<file path="config.mk">
export PLATFORM = sky130hd
export DESIGN_NAME = cmbi_bus
export DESIGN_NICKNAME = d
export VERILOG_FILES = /design/src/design/cmbi_pkg.sv /design/src/design/cmbi_bus.sv /design/src/design/cmbi_sync.sv
export VERILOG_INCLUDE_DIRS = /design/src /design/src/design
export SDC_FILE = /design/constraint.sdc
export NUM_CORES = 1
export LEC_CHECK = 0
export ABC_AREA = 0
export BUFFER_PORTS_ARGS = -buffer_cell sky130_fd_sc_hd__buf_2
export CORE_ASPECT_RATIO = 1.25
export CORE_UTILIZATION = 25
export CTS_CLUSTER_SIZE = 10
export DETAILED_ROUTE_END_ITERATION = 8
export MAX_ROUTING_LAYER = met4
export PLACE_DENSITY_LB_ADDON = 0.15
export SYNTH_ARGS = -nofsm -noshare
export SYNTH_HDL_FRONTEND = slang
export SYNTH_SLANG_ARGS = --single-unit
</file>
<file path="constraint.sdc">
create_clock -name core_clk -period 4.4 [get_ports core_clk]
set_input_delay 0.44 -clock core_clk [delete_from_list [all_inputs] [get_ports core_clk]]
set_output_delay 0.44 -clock core_clk [all_outputs]
set_load 0.01 [all_outputs]
</file>
<file path="src/design/cmbi_params.svh">
// Purpose: Reset values and fixed codes of the multiplexed bus unit
// Assumes: Included by bare name wherever these values are needed
// Notes:   Definitions only
`ifndef CMBI_PARAMS_SVH
`define CMBI_PARAMS_SVH

// ----------------------------------------------------------------------
// Reset values
// ----------------------------------------------------------------------
`define CMBI_PTR_RST    16'h0000
`define CMBI_VEC_RST    8'h00
`define CMBI_REFRESH_STROBE_N_RST   8'h00
`define CMBI_MASK_RST   4'h1
`define CMBI_MODE_RST   2'h0

// ----------------------------------------------------------------------
// Status codes, high bit then low bit
// ----------------------------------------------------------------------
`define CMBI_ST_HALT    2'h0
`define CMBI_ST_WRITE   2'h1
`define CMBI_ST_READ    2'h2
`define CMBI_ST_FETCH   2'h3

// ----------------------------------------------------------------------
// Field positions and timing
// ----------------------------------------------------------------------
`define CMBI_MASK_MULTI 0
`define CMBI_SYNC_DEPTH 3

`endif

</file>
<file path="src/design/cmbi_pkg.sv">
// Purpose: Types shared by the multiplexed bus unit
// Assumes: Nothing
// Notes:   Values live in cmbi_params.svh
package cmbi_pkg;

  // Kind of machine cycle asked for by the execution core
  typedef enum logic [2:0] {
    CK_FETCH,
    CK_OPERAND,
    CK_MEM_RD,
    CK_MEM_WR,
    CK_IO_RD,
    CK_IO_WR,
    CK_HALT,
    CK_INTACK
  } cmbi_kind_e;

  // T-state sequencer
  typedef enum logic [2:0] {
    ST_IDLE,
    ST_T1,
    ST_T2,
    ST_TWA,
    ST_TW,
    ST_T3,
    ST_T4,
    ST_HOLD
  } cmbi_state_e;

endpackage

</file>
<file path="src/design/cmbi_bus.sv">
// Purpose: System-bus unit of an 8-bit processor, multiplexed AD bus
// Assumes: core_clk is the oscillator input; reset is the processor reset
// Notes:   One machine cycle at a time, asked for by the execution core
//
// Summary of operation
// - Keep 16-bit pointer to next fetch
// - Grant acknowledge low only once bus floats
// - Upper address floats during bus grant
// - Reset output high while held in reset
// - IO/memory select high for IO, floats
// - Refresh strobe low in fetch T3, T4
// - Latch strobe in T1, and fetch T3
// - Capture read data at read strobe rise
// - Write data valid while write strobe low
// - System clock is oscillator divided by two
// - Sample irq at last T-state, ack T2
// - Two status bits encode next cycle
// - AD carries address, then data; floats
// - Reset clears pointer, vector base, refresh
// - Reset disables irqs, mask one, mode zero
// - During reset buses float, strobes inactive
// - One T-state per clock; fetch four
// - Memory 16-bit address, IO port doubled
// - Finish cycle, float, acknowledge until released
// - IO cycles get one automatic wait
// - Refresh counter steps after each fetch
`include "cmbi_params.svh"

module cmbi_bus (
  input  wire logic                 core_clk,
  input  wire logic                 reset,
  input  wire logic                 cmdValid,
  input  wire cmbi_pkg::cmbi_kind_e cmdKind,
  input  wire logic [15:0]          cmdAddr,
  input  wire logic [7:0]           cmdData,
  input  wire logic                 cmdLast,
  input  wire logic                 ptrLoad,
  input  wire logic [15:0]          ptrLoadValue,
  input  wire logic                 intEnableSet,
  input  wire logic                 intEnableClr,
  input  wire logic                 maskLoad,
  input  wire logic [3:0]           maskValue,
  input  wire logic                 modeLoad,
  input  wire logic [1:0]           modeValue,
  input  wire logic                 vectorLoad,
  input  wire logic [7:0]           vectorValue,
  input  wire logic                 busHoldRequest_n,
  input  wire logic                 waitRequest_n,
  input  wire logic                 multiModeIrq,
  input  wire logic [7:0]           adIn,
  output logic                      sysClk_q,
  output logic                      resetOut_q,
  output logic                      busAck_n_q,
  output logic [7:0]                addrHigh_q,
  output logic                      addrHighOe_n_q,
  output logic [7:0]                adOut_q,
  output logic                      adOe_n_q,
  output logic                      ale_q,
  output logic                      rd_n_q,
  output logic                      wr_n_q,
  output logic                      ctrlOe_n_q,
  output logic                      ioMem_q,
  output logic                      refreshStrobe_n_q,
  output logic                      interruptAck_n_q,
  output logic                      cycleStatusLow_q,
  output logic                      cycleStatusHigh_q,
  output logic                      cmdDone_q,
  output logic                      intAckDone_q,
  output logic [7:0]                rdData_q,
  output logic [15:0]               nextFetchPointer_q,
  output logic [3:0]                interruptMaskRegister_q,
  output logic                      intEnable_q,
  output logic [1:0]                intMode_q,
  output logic [7:0]                vectorBase_q,
  output logic [7:0]                refreshCount_q
);

  // --------------------------------------------------------------------
  // Pin synchronisers
  // --------------------------------------------------------------------
  logic [2:0] syncLevel;

  cmbi_sync #(.WIDTH(3), .INIT(32'h0000_0003)) u_sync (
    .core_clk (core_clk),
    .reset    (reset),
    .pinIn    ({multiModeIrq, waitRequest_n, busHoldRequest_n}),
    .level_q  (syncLevel)
  );

  // --------------------------------------------------------------------
  // Decode
  // --------------------------------------------------------------------
  cmbi_pkg::cmbi_state_e state_q;
  cmbi_pkg::cmbi_state_e stateD;
  cmbi_pkg::cmbi_kind_e  kind_q;
  cmbi_pkg::cmbi_kind_e  kindNow;
  logic [15:0]           addr_q;
  logic [7:0]            data_q;
  logic                  last_q;
  logic                  intPend_q;

  wire tick      = sysClk_q;
  wire holdReq   = ~syncLevel[0];
  wire waitReq   = ~syncLevel[1];
  wire irqSync   = syncLevel[2];
  wire idle      = (state_q == cmbi_pkg::ST_IDLE);
  wire startAny  = idle && !holdReq && (intPend_q || cmdValid);
  wire newKindIa = intPend_q;

  assign kindNow = idle ? (newKindIa ? cmbi_pkg::CK_INTACK : cmdKind)
                        : kind_q;

  wire isIo     = (kindNow == cmbi_pkg::CK_IO_RD) ||
                  (kindNow == cmbi_pkg::CK_IO_WR);
  wire isWr     = (kindNow == cmbi_pkg::CK_MEM_WR) ||
                  (kindNow == cmbi_pkg::CK_IO_WR);
  wire isIa     = (kindNow == cmbi_pkg::CK_INTACK);
  wire isHalt   = (kindNow == cmbi_pkg::CK_HALT);
  wire fetchLk  = (kindNow == cmbi_pkg::CK_FETCH) || isIa;
  wire usesPtr  = (kindNow == cmbi_pkg::CK_FETCH) ||
                  (kindNow == cmbi_pkg::CK_OPERAND);
  wire fetchMachineCycle = fetchLk;

  wire haltTake = startAny && isHalt && tick;
  wire cycleEnd = tick && ((state_q == cmbi_pkg::ST_T3 && !fetchLk) ||
                           state_q == cmbi_pkg::ST_T4);

  // Strobe window of T2 and any wait states
  wire midD  = (stateD == cmbi_pkg::ST_T2) || (stateD == cmbi_pkg::ST_TWA) ||
               (stateD == cmbi_pkg::ST_TW);
  wire t3D   = (stateD == cmbi_pkg::ST_T3);
  wire rfshD = fetchMachineCycle && (t3D || stateD == cmbi_pkg::ST_T4);
  wire holdD = (stateD == cmbi_pkg::ST_HOLD);
  wire busyD = !holdD && (stateD != cmbi_pkg::ST_IDLE);
  wire aleD  = (stateD == cmbi_pkg::ST_T1) || (t3D && fetchLk);
  wire rdOnD = !isWr && !isIa && (midD || (t3D && !fetchLk));
  wire wrOnD = isWr && (midD || t3D);
  wire iaOnD = isIa && midD;
  wire adDrvD = (stateD == cmbi_pkg::ST_T1) || rfshD || wrOnD;

  // IO port number on both bytes; T1 launches before addr_q loads
  wire [15:0] startAddr = usesPtr ? nextFetchPointer_q : cmdAddr;
  wire [15:0] curAddr   = idle ? startAddr : addr_q;
  wire [15:0] cycAddr   = isIo ? {curAddr[7:0], curAddr[7:0]}
                               : curAddr;
  wire [7:0]  adD   = rfshD ? refreshCount_q :
                      (wrOnD ? data_q : cycAddr[7:0]);
  wire [7:0]  highD = rfshD ? vectorBase_q : cycAddr[15:8];

  // Capture at the rising read or acknowledge strobe
  wire rdRise = tick && ((!rd_n_q && !rdOnD) ||
                         (!interruptAck_n_q && !iaOnD));
  wire intTake = cycleEnd && last_q && irqSync && intEnable_q &&
                 interruptMaskRegister_q[`CMBI_MASK_MULTI];

  // --------------------------------------------------------------------
  // T-state sequencer
  // --------------------------------------------------------------------
  always_comb begin
    stateD = state_q;
    unique case (state_q)
      cmbi_pkg::ST_IDLE: begin
        if (holdReq) begin
          stateD = cmbi_pkg::ST_HOLD;
        end else if ((intPend_q || cmdValid) && !isHalt) begin
          stateD = cmbi_pkg::ST_T1;
        end
      end
      cmbi_pkg::ST_T1: stateD = cmbi_pkg::ST_T2;
      cmbi_pkg::ST_T2: begin
        if (isIo) begin
          stateD = cmbi_pkg::ST_TWA;
        end else if (waitReq) begin
          stateD = cmbi_pkg::ST_TW;
        end else begin
          stateD = cmbi_pkg::ST_T3;
        end
      end
      cmbi_pkg::ST_TWA,
      cmbi_pkg::ST_TW: begin
        stateD = waitReq ? cmbi_pkg::ST_TW : cmbi_pkg::ST_T3;
      end
      cmbi_pkg::ST_T3: begin
        stateD = fetchLk ? cmbi_pkg::ST_T4 : cmbi_pkg::ST_IDLE;
      end
      cmbi_pkg::ST_T4: stateD = cmbi_pkg::ST_IDLE;
      cmbi_pkg::ST_HOLD: begin
        stateD = holdReq ? cmbi_pkg::ST_HOLD : cmbi_pkg::ST_IDLE;
      end
    endcase
  end

  // System clock out; its high phase is the T-state enable
  always_ff @(posedge core_clk) begin
    if (reset) begin
      sysClk_q   <= 1'b0;
      resetOut_q <= 1'b1;
      state_q    <= cmbi_pkg::ST_IDLE;
    end else begin
      sysClk_q   <= ~sysClk_q;
      resetOut_q <= 1'b0;
      if (tick) begin
        state_q <= stateD;
      end
    end
  end

  always_ff @(posedge core_clk) begin
    if (reset) begin
      kind_q <= cmbi_pkg::CK_HALT;
      addr_q <= 16'h0000;
      data_q <= 8'h00;
      last_q <= 1'b0;
    end else if (startAny && tick && !isHalt) begin
      kind_q <= kindNow;
      addr_q <= startAddr;
      data_q <= cmdData;
      last_q <= isIa ? 1'b0 : cmdLast;
    end
  end

  // --------------------------------------------------------------------
  // Bus pins, registered once per T-state
  // --------------------------------------------------------------------
  always_ff @(posedge core_clk) begin
    if (reset) begin
      busAck_n_q        <= 1'b1;
      addrHigh_q        <= 8'h00;
      addrHighOe_n_q    <= 1'b1;
      adOut_q           <= 8'h00;
      adOe_n_q          <= 1'b1;
      ale_q             <= 1'b0;
      rd_n_q            <= 1'b1;
      wr_n_q            <= 1'b1;
      ctrlOe_n_q        <= 1'b0;
      ioMem_q           <= 1'b0;
      refreshStrobe_n_q <= 1'b1;
      interruptAck_n_q  <= 1'b1;
    end else if (tick) begin
      busAck_n_q        <= !holdD;
      addrHigh_q        <= highD;
      addrHighOe_n_q    <= !busyD;
      adOut_q           <= adD;
      adOe_n_q          <= !(busyD && adDrvD);
      ale_q             <= aleD;
      rd_n_q            <= !rdOnD;
      wr_n_q            <= !wrOnD;
      ctrlOe_n_q        <= holdD;
      ioMem_q           <= busyD && isIo;
      refreshStrobe_n_q <= !rfshD;
      interruptAck_n_q  <= !iaOnD;
    end
  end

  always_ff @(posedge core_clk) begin
    if (reset) begin
      cycleStatusHigh_q <= 1'b0;
      cycleStatusLow_q  <= 1'b0;
    end else if (startAny && tick) begin
      {cycleStatusHigh_q, cycleStatusLow_q} <=
        isHalt  ? `CMBI_ST_HALT :
        fetchLk ? `CMBI_ST_FETCH :
        isWr    ? `CMBI_ST_WRITE : `CMBI_ST_READ;
    end
  end

  // --------------------------------------------------------------------
  // Answers to the core
  // --------------------------------------------------------------------
  always_ff @(posedge core_clk) begin
    if (reset) begin
      rdData_q     <= 8'h00;
      cmdDone_q    <= 1'b0;
      intAckDone_q <= 1'b0;
    end else begin
      if (rdRise) begin
        rdData_q <= adIn;
      end
      cmdDone_q    <= (cycleEnd && !isIa) || haltTake;
      intAckDone_q <= cycleEnd && isIa;
    end
  end

  // --------------------------------------------------------------------
  // Dedicated registers and interrupt state
  // --------------------------------------------------------------------
  always_ff @(posedge core_clk) begin
    if (reset) begin
      nextFetchPointer_q <= `CMBI_PTR_RST;
      refreshCount_q     <= `CMBI_REFRESH_STROBE_N_RST;
      vectorBase_q       <= `CMBI_VEC_RST;
    end else begin
      if (ptrLoad) begin
        nextFetchPointer_q <= ptrLoadValue;
      end else if (cycleEnd && usesPtr) begin
        nextFetchPointer_q <= nextFetchPointer_q + 16'h0001;
      end
      if (cycleEnd && fetchLk) begin
        refreshCount_q <= refreshCount_q + 8'h01;
      end
      if (vectorLoad) begin
        vectorBase_q <= vectorValue;
      end
    end
  end

  always_ff @(posedge core_clk) begin
    if (reset) begin
      interruptMaskRegister_q <= `CMBI_MASK_RST;
      intMode_q               <= `CMBI_MODE_RST;
      intEnable_q             <= 1'b0;
      intPend_q               <= 1'b0;
    end else begin
      if (maskLoad) begin
        interruptMaskRegister_q <= maskValue;
      end
      if (modeLoad) begin
        intMode_q <= modeValue;
      end
      if (startAny && tick && isIa) begin
        intEnable_q <= intEnableSet && !intEnableClr;
        intPend_q   <= 1'b0;
      end else begin
        intEnable_q <= (intEnable_q || intEnableSet) && !intEnableClr;
        intPend_q   <= intPend_q || intTake;
      end
    end
  end
endmodule

</file>
<file path="src/design/cmbi_sync.sv">
// Purpose: Three-stage synchroniser with agreement filter
// Assumes: Inputs are asynchronous to core_clk
// Notes:   A change counts once stages two and three agree
`include "cmbi_params.svh"

module cmbi_sync #(
  parameter int          WIDTH = 1,
  parameter logic [31:0] INIT  = 32'h0000_0000
) (
  input  wire logic             core_clk,
  input  wire logic             reset,
  input  wire logic [WIDTH-1:0] pinIn,
  output logic      [WIDTH-1:0] level_q
);

  logic [WIDTH-1:0] stage1_q;
  logic [WIDTH-1:0] stage2_q;
  logic [WIDTH-1:0] stage3_q;
  logic [WIDTH-1:0] agree;

  // Elaboration check on the width
  if (WIDTH < 1 || WIDTH > 32) begin : g_badWidth
    $error("cmbi_sync: WIDTH out of range");
  end

  assign agree = ~(stage2_q ^ stage3_q);

  always_ff @(posedge core_clk) begin
    if (reset) begin
      stage1_q <= INIT[WIDTH-1:0];
      stage2_q <= INIT[WIDTH-1:0];
      stage3_q <= INIT[WIDTH-1:0];
      level_q  <= INIT[WIDTH-1:0];
    end else begin
      stage1_q <= pinIn;
      stage2_q <= stage1_q;
      stage3_q <= stage2_q;
      level_q  <= (agree & stage3_q) | (~agree & level_q);
    end
  end

endmodule

</file>
### Yosys cells after proc, flatten, opt, wreduce, memory -nomap -nowiden

Index checks and enable logic that the tools add are counted.

* logic and storage cells: 158
* output and inout bits: 79
* register bits: 123
* input port bits: 78

* bitwise operators: 7
* reduce and logical (&&, ||, !) cells: 71
* mux-type cells: 23
* eq/ne operators: 20
* add/sub/neg operators: 2

Operators by type and width (number)
* 2-to-1 mux 16 bit: 5
* == test 3 bit, second input constant: 12
* logical AND 1 bit: 33
* 2-to-1 mux 8 bit: 3
* 2-to-1 mux 3 bit: 7
* case mux 3 bit (7 select lines): 1
* logical OR 1 bit: 18
* adder 16 x 1 -> 16 bit, second input constant: 1
* == test 3 x 2 -> 1 bit, second input constant: 5
* logical NOT 1 bit: 14
* == test 3 x 1 -> 1 bit, second input constant: 3
* adder 8 x 1 -> 8 bit, second input constant: 1
* bitwise AND 3 bit: 2
* logical NOT 3 bit: 2
* 2-to-1 mux 2 bit: 3
* inverter 3 bit: 2
* 2-to-1 mux 1 bit: 4
* OR reduction 2 bit: 2
* OR 3 bit: 1
* nonzero test 3 bit: 1
* XOR 3 bit: 1
* nonzero test 2 bit: 1
* inverter 1 bit: 1

### Logic depth before layout (Yosys ltp)

* word-level depth: 17
* mapped depth: 9

### By module

Synthesis repeated with hierarchy kept, for this count alone.

* cell total of the unflattened synthesis: 722
* area total of the unflattened synthesis: 6092.1 sq um

Modules (own cells, without submodules)
* cmbi_bus: cells each 691, instances 1, area each 5735.5 sq um
* cmbi_sync: cells each 31, instances 1, area each 356.6 sq um

### Least setup slack after synthesis

OpenSTA, ideal clock, no wires.

* path type: input -> register
* start: input cmdKind[2]
* end: register addrHigh_q[7]
* path slack: 2043 ps
* library setup time: 122 ps
* arrival: 2235 ps
* buffers on the path: 2
* data required time: 4278 ps
* cell stages on the path: 7
* path through: buf_2 -> nor3_2 -> buf_2 -> mux2i_1 -> o21ai_0 -> mux2_2 -> a311o_1

* word-level cells in the longest chain between the ends: 12

Ends and longest elaborated chain
* start, declared: RTL line cmbi_bus.sv:33 `input wire cmbi_pkg::cmbi_kind_e cmdKind,`
* 2-to-1 mux 3 bit (*) (2 in a row): RTL line cmbi_bus.sv:110 `assign kindNow = idle ? (newKindIa ? cmbi_pkg::CK_INTACK : cmdKind)`
* == test 3 bit: RTL line cmbi_bus.sv:118 `wire isHalt = (kindNow == cmbi_pkg::CK_HALT);`
* logical NOT 1 bit: RTL line cmbi_bus.sv:165 `end else if ((intPend_q || cmdValid) && !isHalt) begin`
* logical AND 1 bit: RTL line cmbi_bus.sv:165
* 2-to-1 mux 3 bit: RTL line cmbi_bus.sv:165
* 2-to-1 mux 3 bit: RTL line cmbi_bus.sv:163 `if (holdReq) begin`
* case mux 3 bit (7 select lines): RTL line cmbi_bus.sv:161 `unique case (state_q)`
* == test 3 bit (on tied branches): RTL line cmbi_bus.sv:131, cmbi_bus.sv:132
* logical OR 1 bit: RTL line cmbi_bus.sv:132 `wire rfshD = fetchMachineCycle && (t3D || stateD == cmbi_pkg::ST_T4);`
* logical AND 1 bit: RTL line cmbi_bus.sv:132
* 2-to-1 mux 8 bit (*): RTL line cmbi_bus.sv:148 `wire [7:0] highD = rfshD ? vectorBase_q : cycAddr[15:8];`
* end signal, assigned: RTL line cmbi_bus.sv:241 `addrHigh_q <= highD;`
* end, declared: RTL line cmbi_bus.sv:54 `output logic [7:0] addrHigh_q,`

Mark *: on every way between the ends. The rest lies on a longest branch, timed or not.
A chain may end at the register's enable or synchronous reset.

### Worst setup path in the final report

* start: register state_q[1]
* end: register adOut_q[6]

* word-level cells in the longest chain between the ends: 15

Ends and longest elaborated chain
* start, declared: RTL line cmbi_bus.sv:93 `cmbi_pkg::cmbi_state_e state_q;`
* start signal, assigned: RTL line cmbi_bus.sv:198 `state_q <= cmbi_pkg::ST_IDLE;`
* start signal, assigned: RTL line cmbi_bus.sv:203 `state_q <= stateD;`
* logical NOT 3 bit: RTL line cmbi_bus.sv:106, cmbi_bus.sv:161
* 2-to-1 mux 3 bit: RTL line cmbi_bus.sv:110
* == test 3 bit: RTL line cmbi_bus.sv:118
* logical NOT 1 bit: RTL line cmbi_bus.sv:165
* logical AND 1 bit: RTL line cmbi_bus.sv:165
* 2-to-1 mux 3 bit: RTL line cmbi_bus.sv:165
* 2-to-1 mux 3 bit: RTL line cmbi_bus.sv:163
* case mux 3 bit (7 select lines): RTL line cmbi_bus.sv:161
* == test 3 x 2 -> 1 bit: RTL line cmbi_bus.sv:129 `wire midD = (stateD == cmbi_pkg::ST_T2) || (stateD == cmbi_pkg::ST_TWA) ||`
* logical OR 1 bit (2 in a row): RTL line cmbi_bus.sv:129
* logical OR 1 bit: RTL line cmbi_bus.sv:137 `wire wrOnD = isWr && (midD || t3D);`
* logical AND 1 bit: RTL line cmbi_bus.sv:137
* 2-to-1 mux 8 bit: RTL line cmbi_bus.sv:147 `(wrOnD ? data_q : cycAddr[7:0]);`
* 2-to-1 mux 8 bit (*): RTL line cmbi_bus.sv:146 `wire [7:0] adD = rfshD ? refreshCount_q :`
* end signal, assigned: RTL line cmbi_bus.sv:230 `adOut_q <= 8'h00;`
* end signal, assigned: RTL line cmbi_bus.sv:243 `adOut_q <= adD;`
* end, declared: RTL line cmbi_bus.sv:56 `output logic [7:0] adOut_q,`

Marks and branches as above.

==> results.toml <==
[sta]
setup_violations = 0
finalWorstSetupSlack_ps = 1440
setup_tns_ps = 0
max_slew_margin_pct = 26.4
tightest_slew_ps = 1100
finalCritPeriodShare_pct = 67.2
layout_min_cycle_time_ps = 2960
max_freq_ghz = 0.338
hold_viol = 0
clock-skew-final_ps = 8.61
maxSlewViolCount = 0
rsz0062_at_grt = "false"

[critical_path]
cp.arrival_ps = 3280
cp_max_fo = 25
worstReg2RegStart = "state_q[1]"
r2r-end = "adOut_q[6]"
end_kind = "register"
critical_path_required_ps = 4720
reg2regPathDepth = 6
crit_type = "reg -> reg"
startpoint_type = "register"
r2r_slack_ps = 1440

[run]
cap_violations = 0

[synthesis]
syn_nets = 799
ys_ff_latch = 123
yosysSeqAreaShare_pct = 39.1
synthFlopType = "dfxtp_1"
synthCells = 719
yosysWarnings = 0
synth_edf_count = 0
syn_area_um2 = 6300
synth_cell_types = 66
synth_area_per_cell_um2 = 8.76
async_flop_share_pct = 0

[placement]
placement.io_buffers = 156
place_congestion = 0.771
placed_cells = 1159
place_ws_ps = 1480
dp.final_hpwl_um = 14500

[hold_path]
worstHoldPathType = "in -> reg"
whs_endpoint = "intEnable_q"
hold_start = "intEnableClr"
hold_depth = 2

[routing]
route.detailed.drc = 0
avgViaCountPerCell = 4.72
drt-initial-drc-count = 300
routedWlPerCell_um = 16.9
via_count = 5618
routed_wl_um = 20100
final_antenna_net_count = 0
dr.pass1.iters = 5

[power_and_ir_drop]
internal-power_mw = 2.20
sequentialPowerShare_pct = 40.1
total_power_mw = 3.10
p_per_area_nw_per_um2 = 393
ir_drop_mv = 0.258
switchingPower_uw = 897
p_leak_nw = 3.25
pwr-share-clk_pct = 43.7
combPwrFrac_pct = 16.2
swShare_pct = 29.0

[clock_tree]
cts_post_setup_buffers_inserted = 0
cts-htree-levels = 4
cts_tree = "yes"
clk_pin_slew_ps = 60
cts_resized = 0
cts_root_buf = "clkbuf_16"
numCtsBuffers = 17
cts_buffer_depth = 2
clock_sinks = 123
cts_hold_buf = 0
clkLatencyLatePin_ps = 420

[grt]
antenna_found_initial = 0
grt_max_degree = 87
grt_use_total_pct = 16.6
grt_first_pass_wirelength_um = 31600
gr-total-overflow = 0
grt_pass1_vias = 5521

[die]
core_um2 = 24600
initial_core_util_pct = 25.6
die_x_um = 144
die_y_um = 179
pin_count = 157
num_rows = 64
die_area_um2 = 25800

[layout]
drive_gt1_share_pct = 28.0
n_fill_cell = 2681
num_antenna_cells = 0
area_delta_synth_final_pct = 25.1
nets = 928
stdcell_count = 1191

[run_status]
status = "complete, no violations"
==> cell families after synthesis <==
logic type               Yosys count  share of synthesized area (%)
buffers and inverters             72                           5.01
AO/OA/AOI/OAI                    143                           16.6
flip-flops                       123                           39.1
multiplexers                      80                           13.2
AND/OR/NAND/NOR                  272                           21.7
XOR/XNOR                          27                           4.05
adder cells (fa/ha/maj)            2                          0.397
==> layout by cell type, fill, tap and decap left out, types with 3 or more instances in the layout <==
cell type     n
buf_2       155
dfxtp_1     122
nor2_1       79
nand2_1      74
mux2i_1      61
a211oi_1     29
a21oi_1      28
o21ai_0      23
nand2b_1     20
xor2_1       19
inv_1        17
clkbuf_16    17
mux2_2       16
nor3_1       15
o211ai_1     12
o311ai_1     10
or4_1        10
nand3_1       9
nor3b_1       9
or2_2         9
nor2b_1       8
nor4_1        8
a311o_1       8
buf_4         8
xnor2_1       7
nand4_1       7
clkinv_2      5
a31oi_1       4
and2_1        4
a211o_1       4
clkinvlp_4    4
nand3b_1      3
o31ai_1       3
and3_1        3
and4_1        3
clkbuf_8      3
==> synthesized netlist by cell type, types with 7 or more instances <==
cell        n  area (µm²)
a211oi_1   29         218
a21oi_1    28         140
a311o_1     8        80.1
buf_2      15        75.1
clkbuf_1   30         113
dfxtp_1   123        2460
inv_1      17        63.8
mux2_2     16         180
mux2i_1    62         621
nand2_1    74         278
nand2b_1   20         125
nand3_1     9        45.0
nand4_1     7        43.8
nor2_1     79         297
nor2b_1     8        50.1
nor3_1     15        75.1
nor3b_1     9        67.6
nor4_1      8        50.1
o211ai_1   12        90.1
o21ai_0    23         115
o311ai_1   10        87.6
or2_2       9        56.3
or4_1      10        75.1
xnor2_1     7        61.3
xor2_1     19         166
==> critical path: stages (launching register included) <==
cell and delay (ps):
dfxtp_1 750, or3_1 440, nor4_1 130, a31oi_1 230
nand2_1 540, or4_1 670, o311ai_1 90
==> flip-flops by register name, indices dropped and copies added (netlist names), 2 cells and up, named ones only <==
signal                   count
adOut_q                      8
vectorBase_q                 8
u_sync.stage1_q              3
rdData_q                     8
u_sync.stage3_q              3
refreshCount_q               8
addrHigh_q                   8
u_sync.stage2_q              3
intMode_q                    2
nextFetchPointer_q          16
state_q                      3
kind_q                       3
addr_q                      16
interruptMaskRegister_q      4
data_q                       8
==> metrics by stage <==
stage / cell area, µm² / utilization [%] / hold slack, ps
after CTS: 7880 / 32.1 / 153
after floorplan: 6300 / - / 389
after global routing: 7880 / 32.1 / 165
after global placement: 7320 / 29.8 / 396
after detailed placement: 7320 / 29.8 / 393
final: 7880 / 32.1 / 172
==> cell type report <==
class / instances / area, µm² / area share (%)
clock buffers: 21 / 470 / 5.97
clock inverters: 11 / 93.8 / 1.19
inverters: 19 / 71.3 / 0.905
multi-input cells: 524 / 3530 / 44.8
flip-flops and latches: 123 / 2460 / 31.3
well taps: 330 / 413 / 5.24
repair buffers: 163 / 836 / 10.6
==> power groups by stage <==
stage	logic [mW]	registers (mW)	clock network (mW)
2_1_floorplan	0.341	1.25	0
3_3_place_gp	0.508	1.27	0
3_5_place_dp	0.508	1.27	0
4_1_cts	0.510	1.24	1.40
5_1_grt	0.556	1.25	1.44
6_report	0.502	1.24	1.35
==> metal layers <==
layer | part of all wire (%) | up-vias | wire length (µm) | global-route usage (%)
li1 | - | 2822 | - | -
met1 | 46 | 2646 | 9310 | 20.5
met2 | 48 | 135 | 9720 | 26.9
met3 | 4.0 | 15 | 808 | 3.01
met4 | 1.4 | 0 | 283 | 5.28
met5 | 0 | - | 0 | -
==> worst max-delay path by stage <==
stage	from	endpoint	slack [ps]
3_5_place_dp	state_q[2]	adOut_q[1]	1480
6_report	state_q[1]	adOut_q[6]	1440
5_1_grt	state_q[1]	adOut_q[6]	1190
2_1_floorplan	cmdKind[2]	addrHigh_q[7]	2040
3_3_place_gp	state_q[1]	adOut_q[3]	1510
4_1_cts	state_q[1]	adOut_q[3]	1460
(Power assumes the default switching activity.)
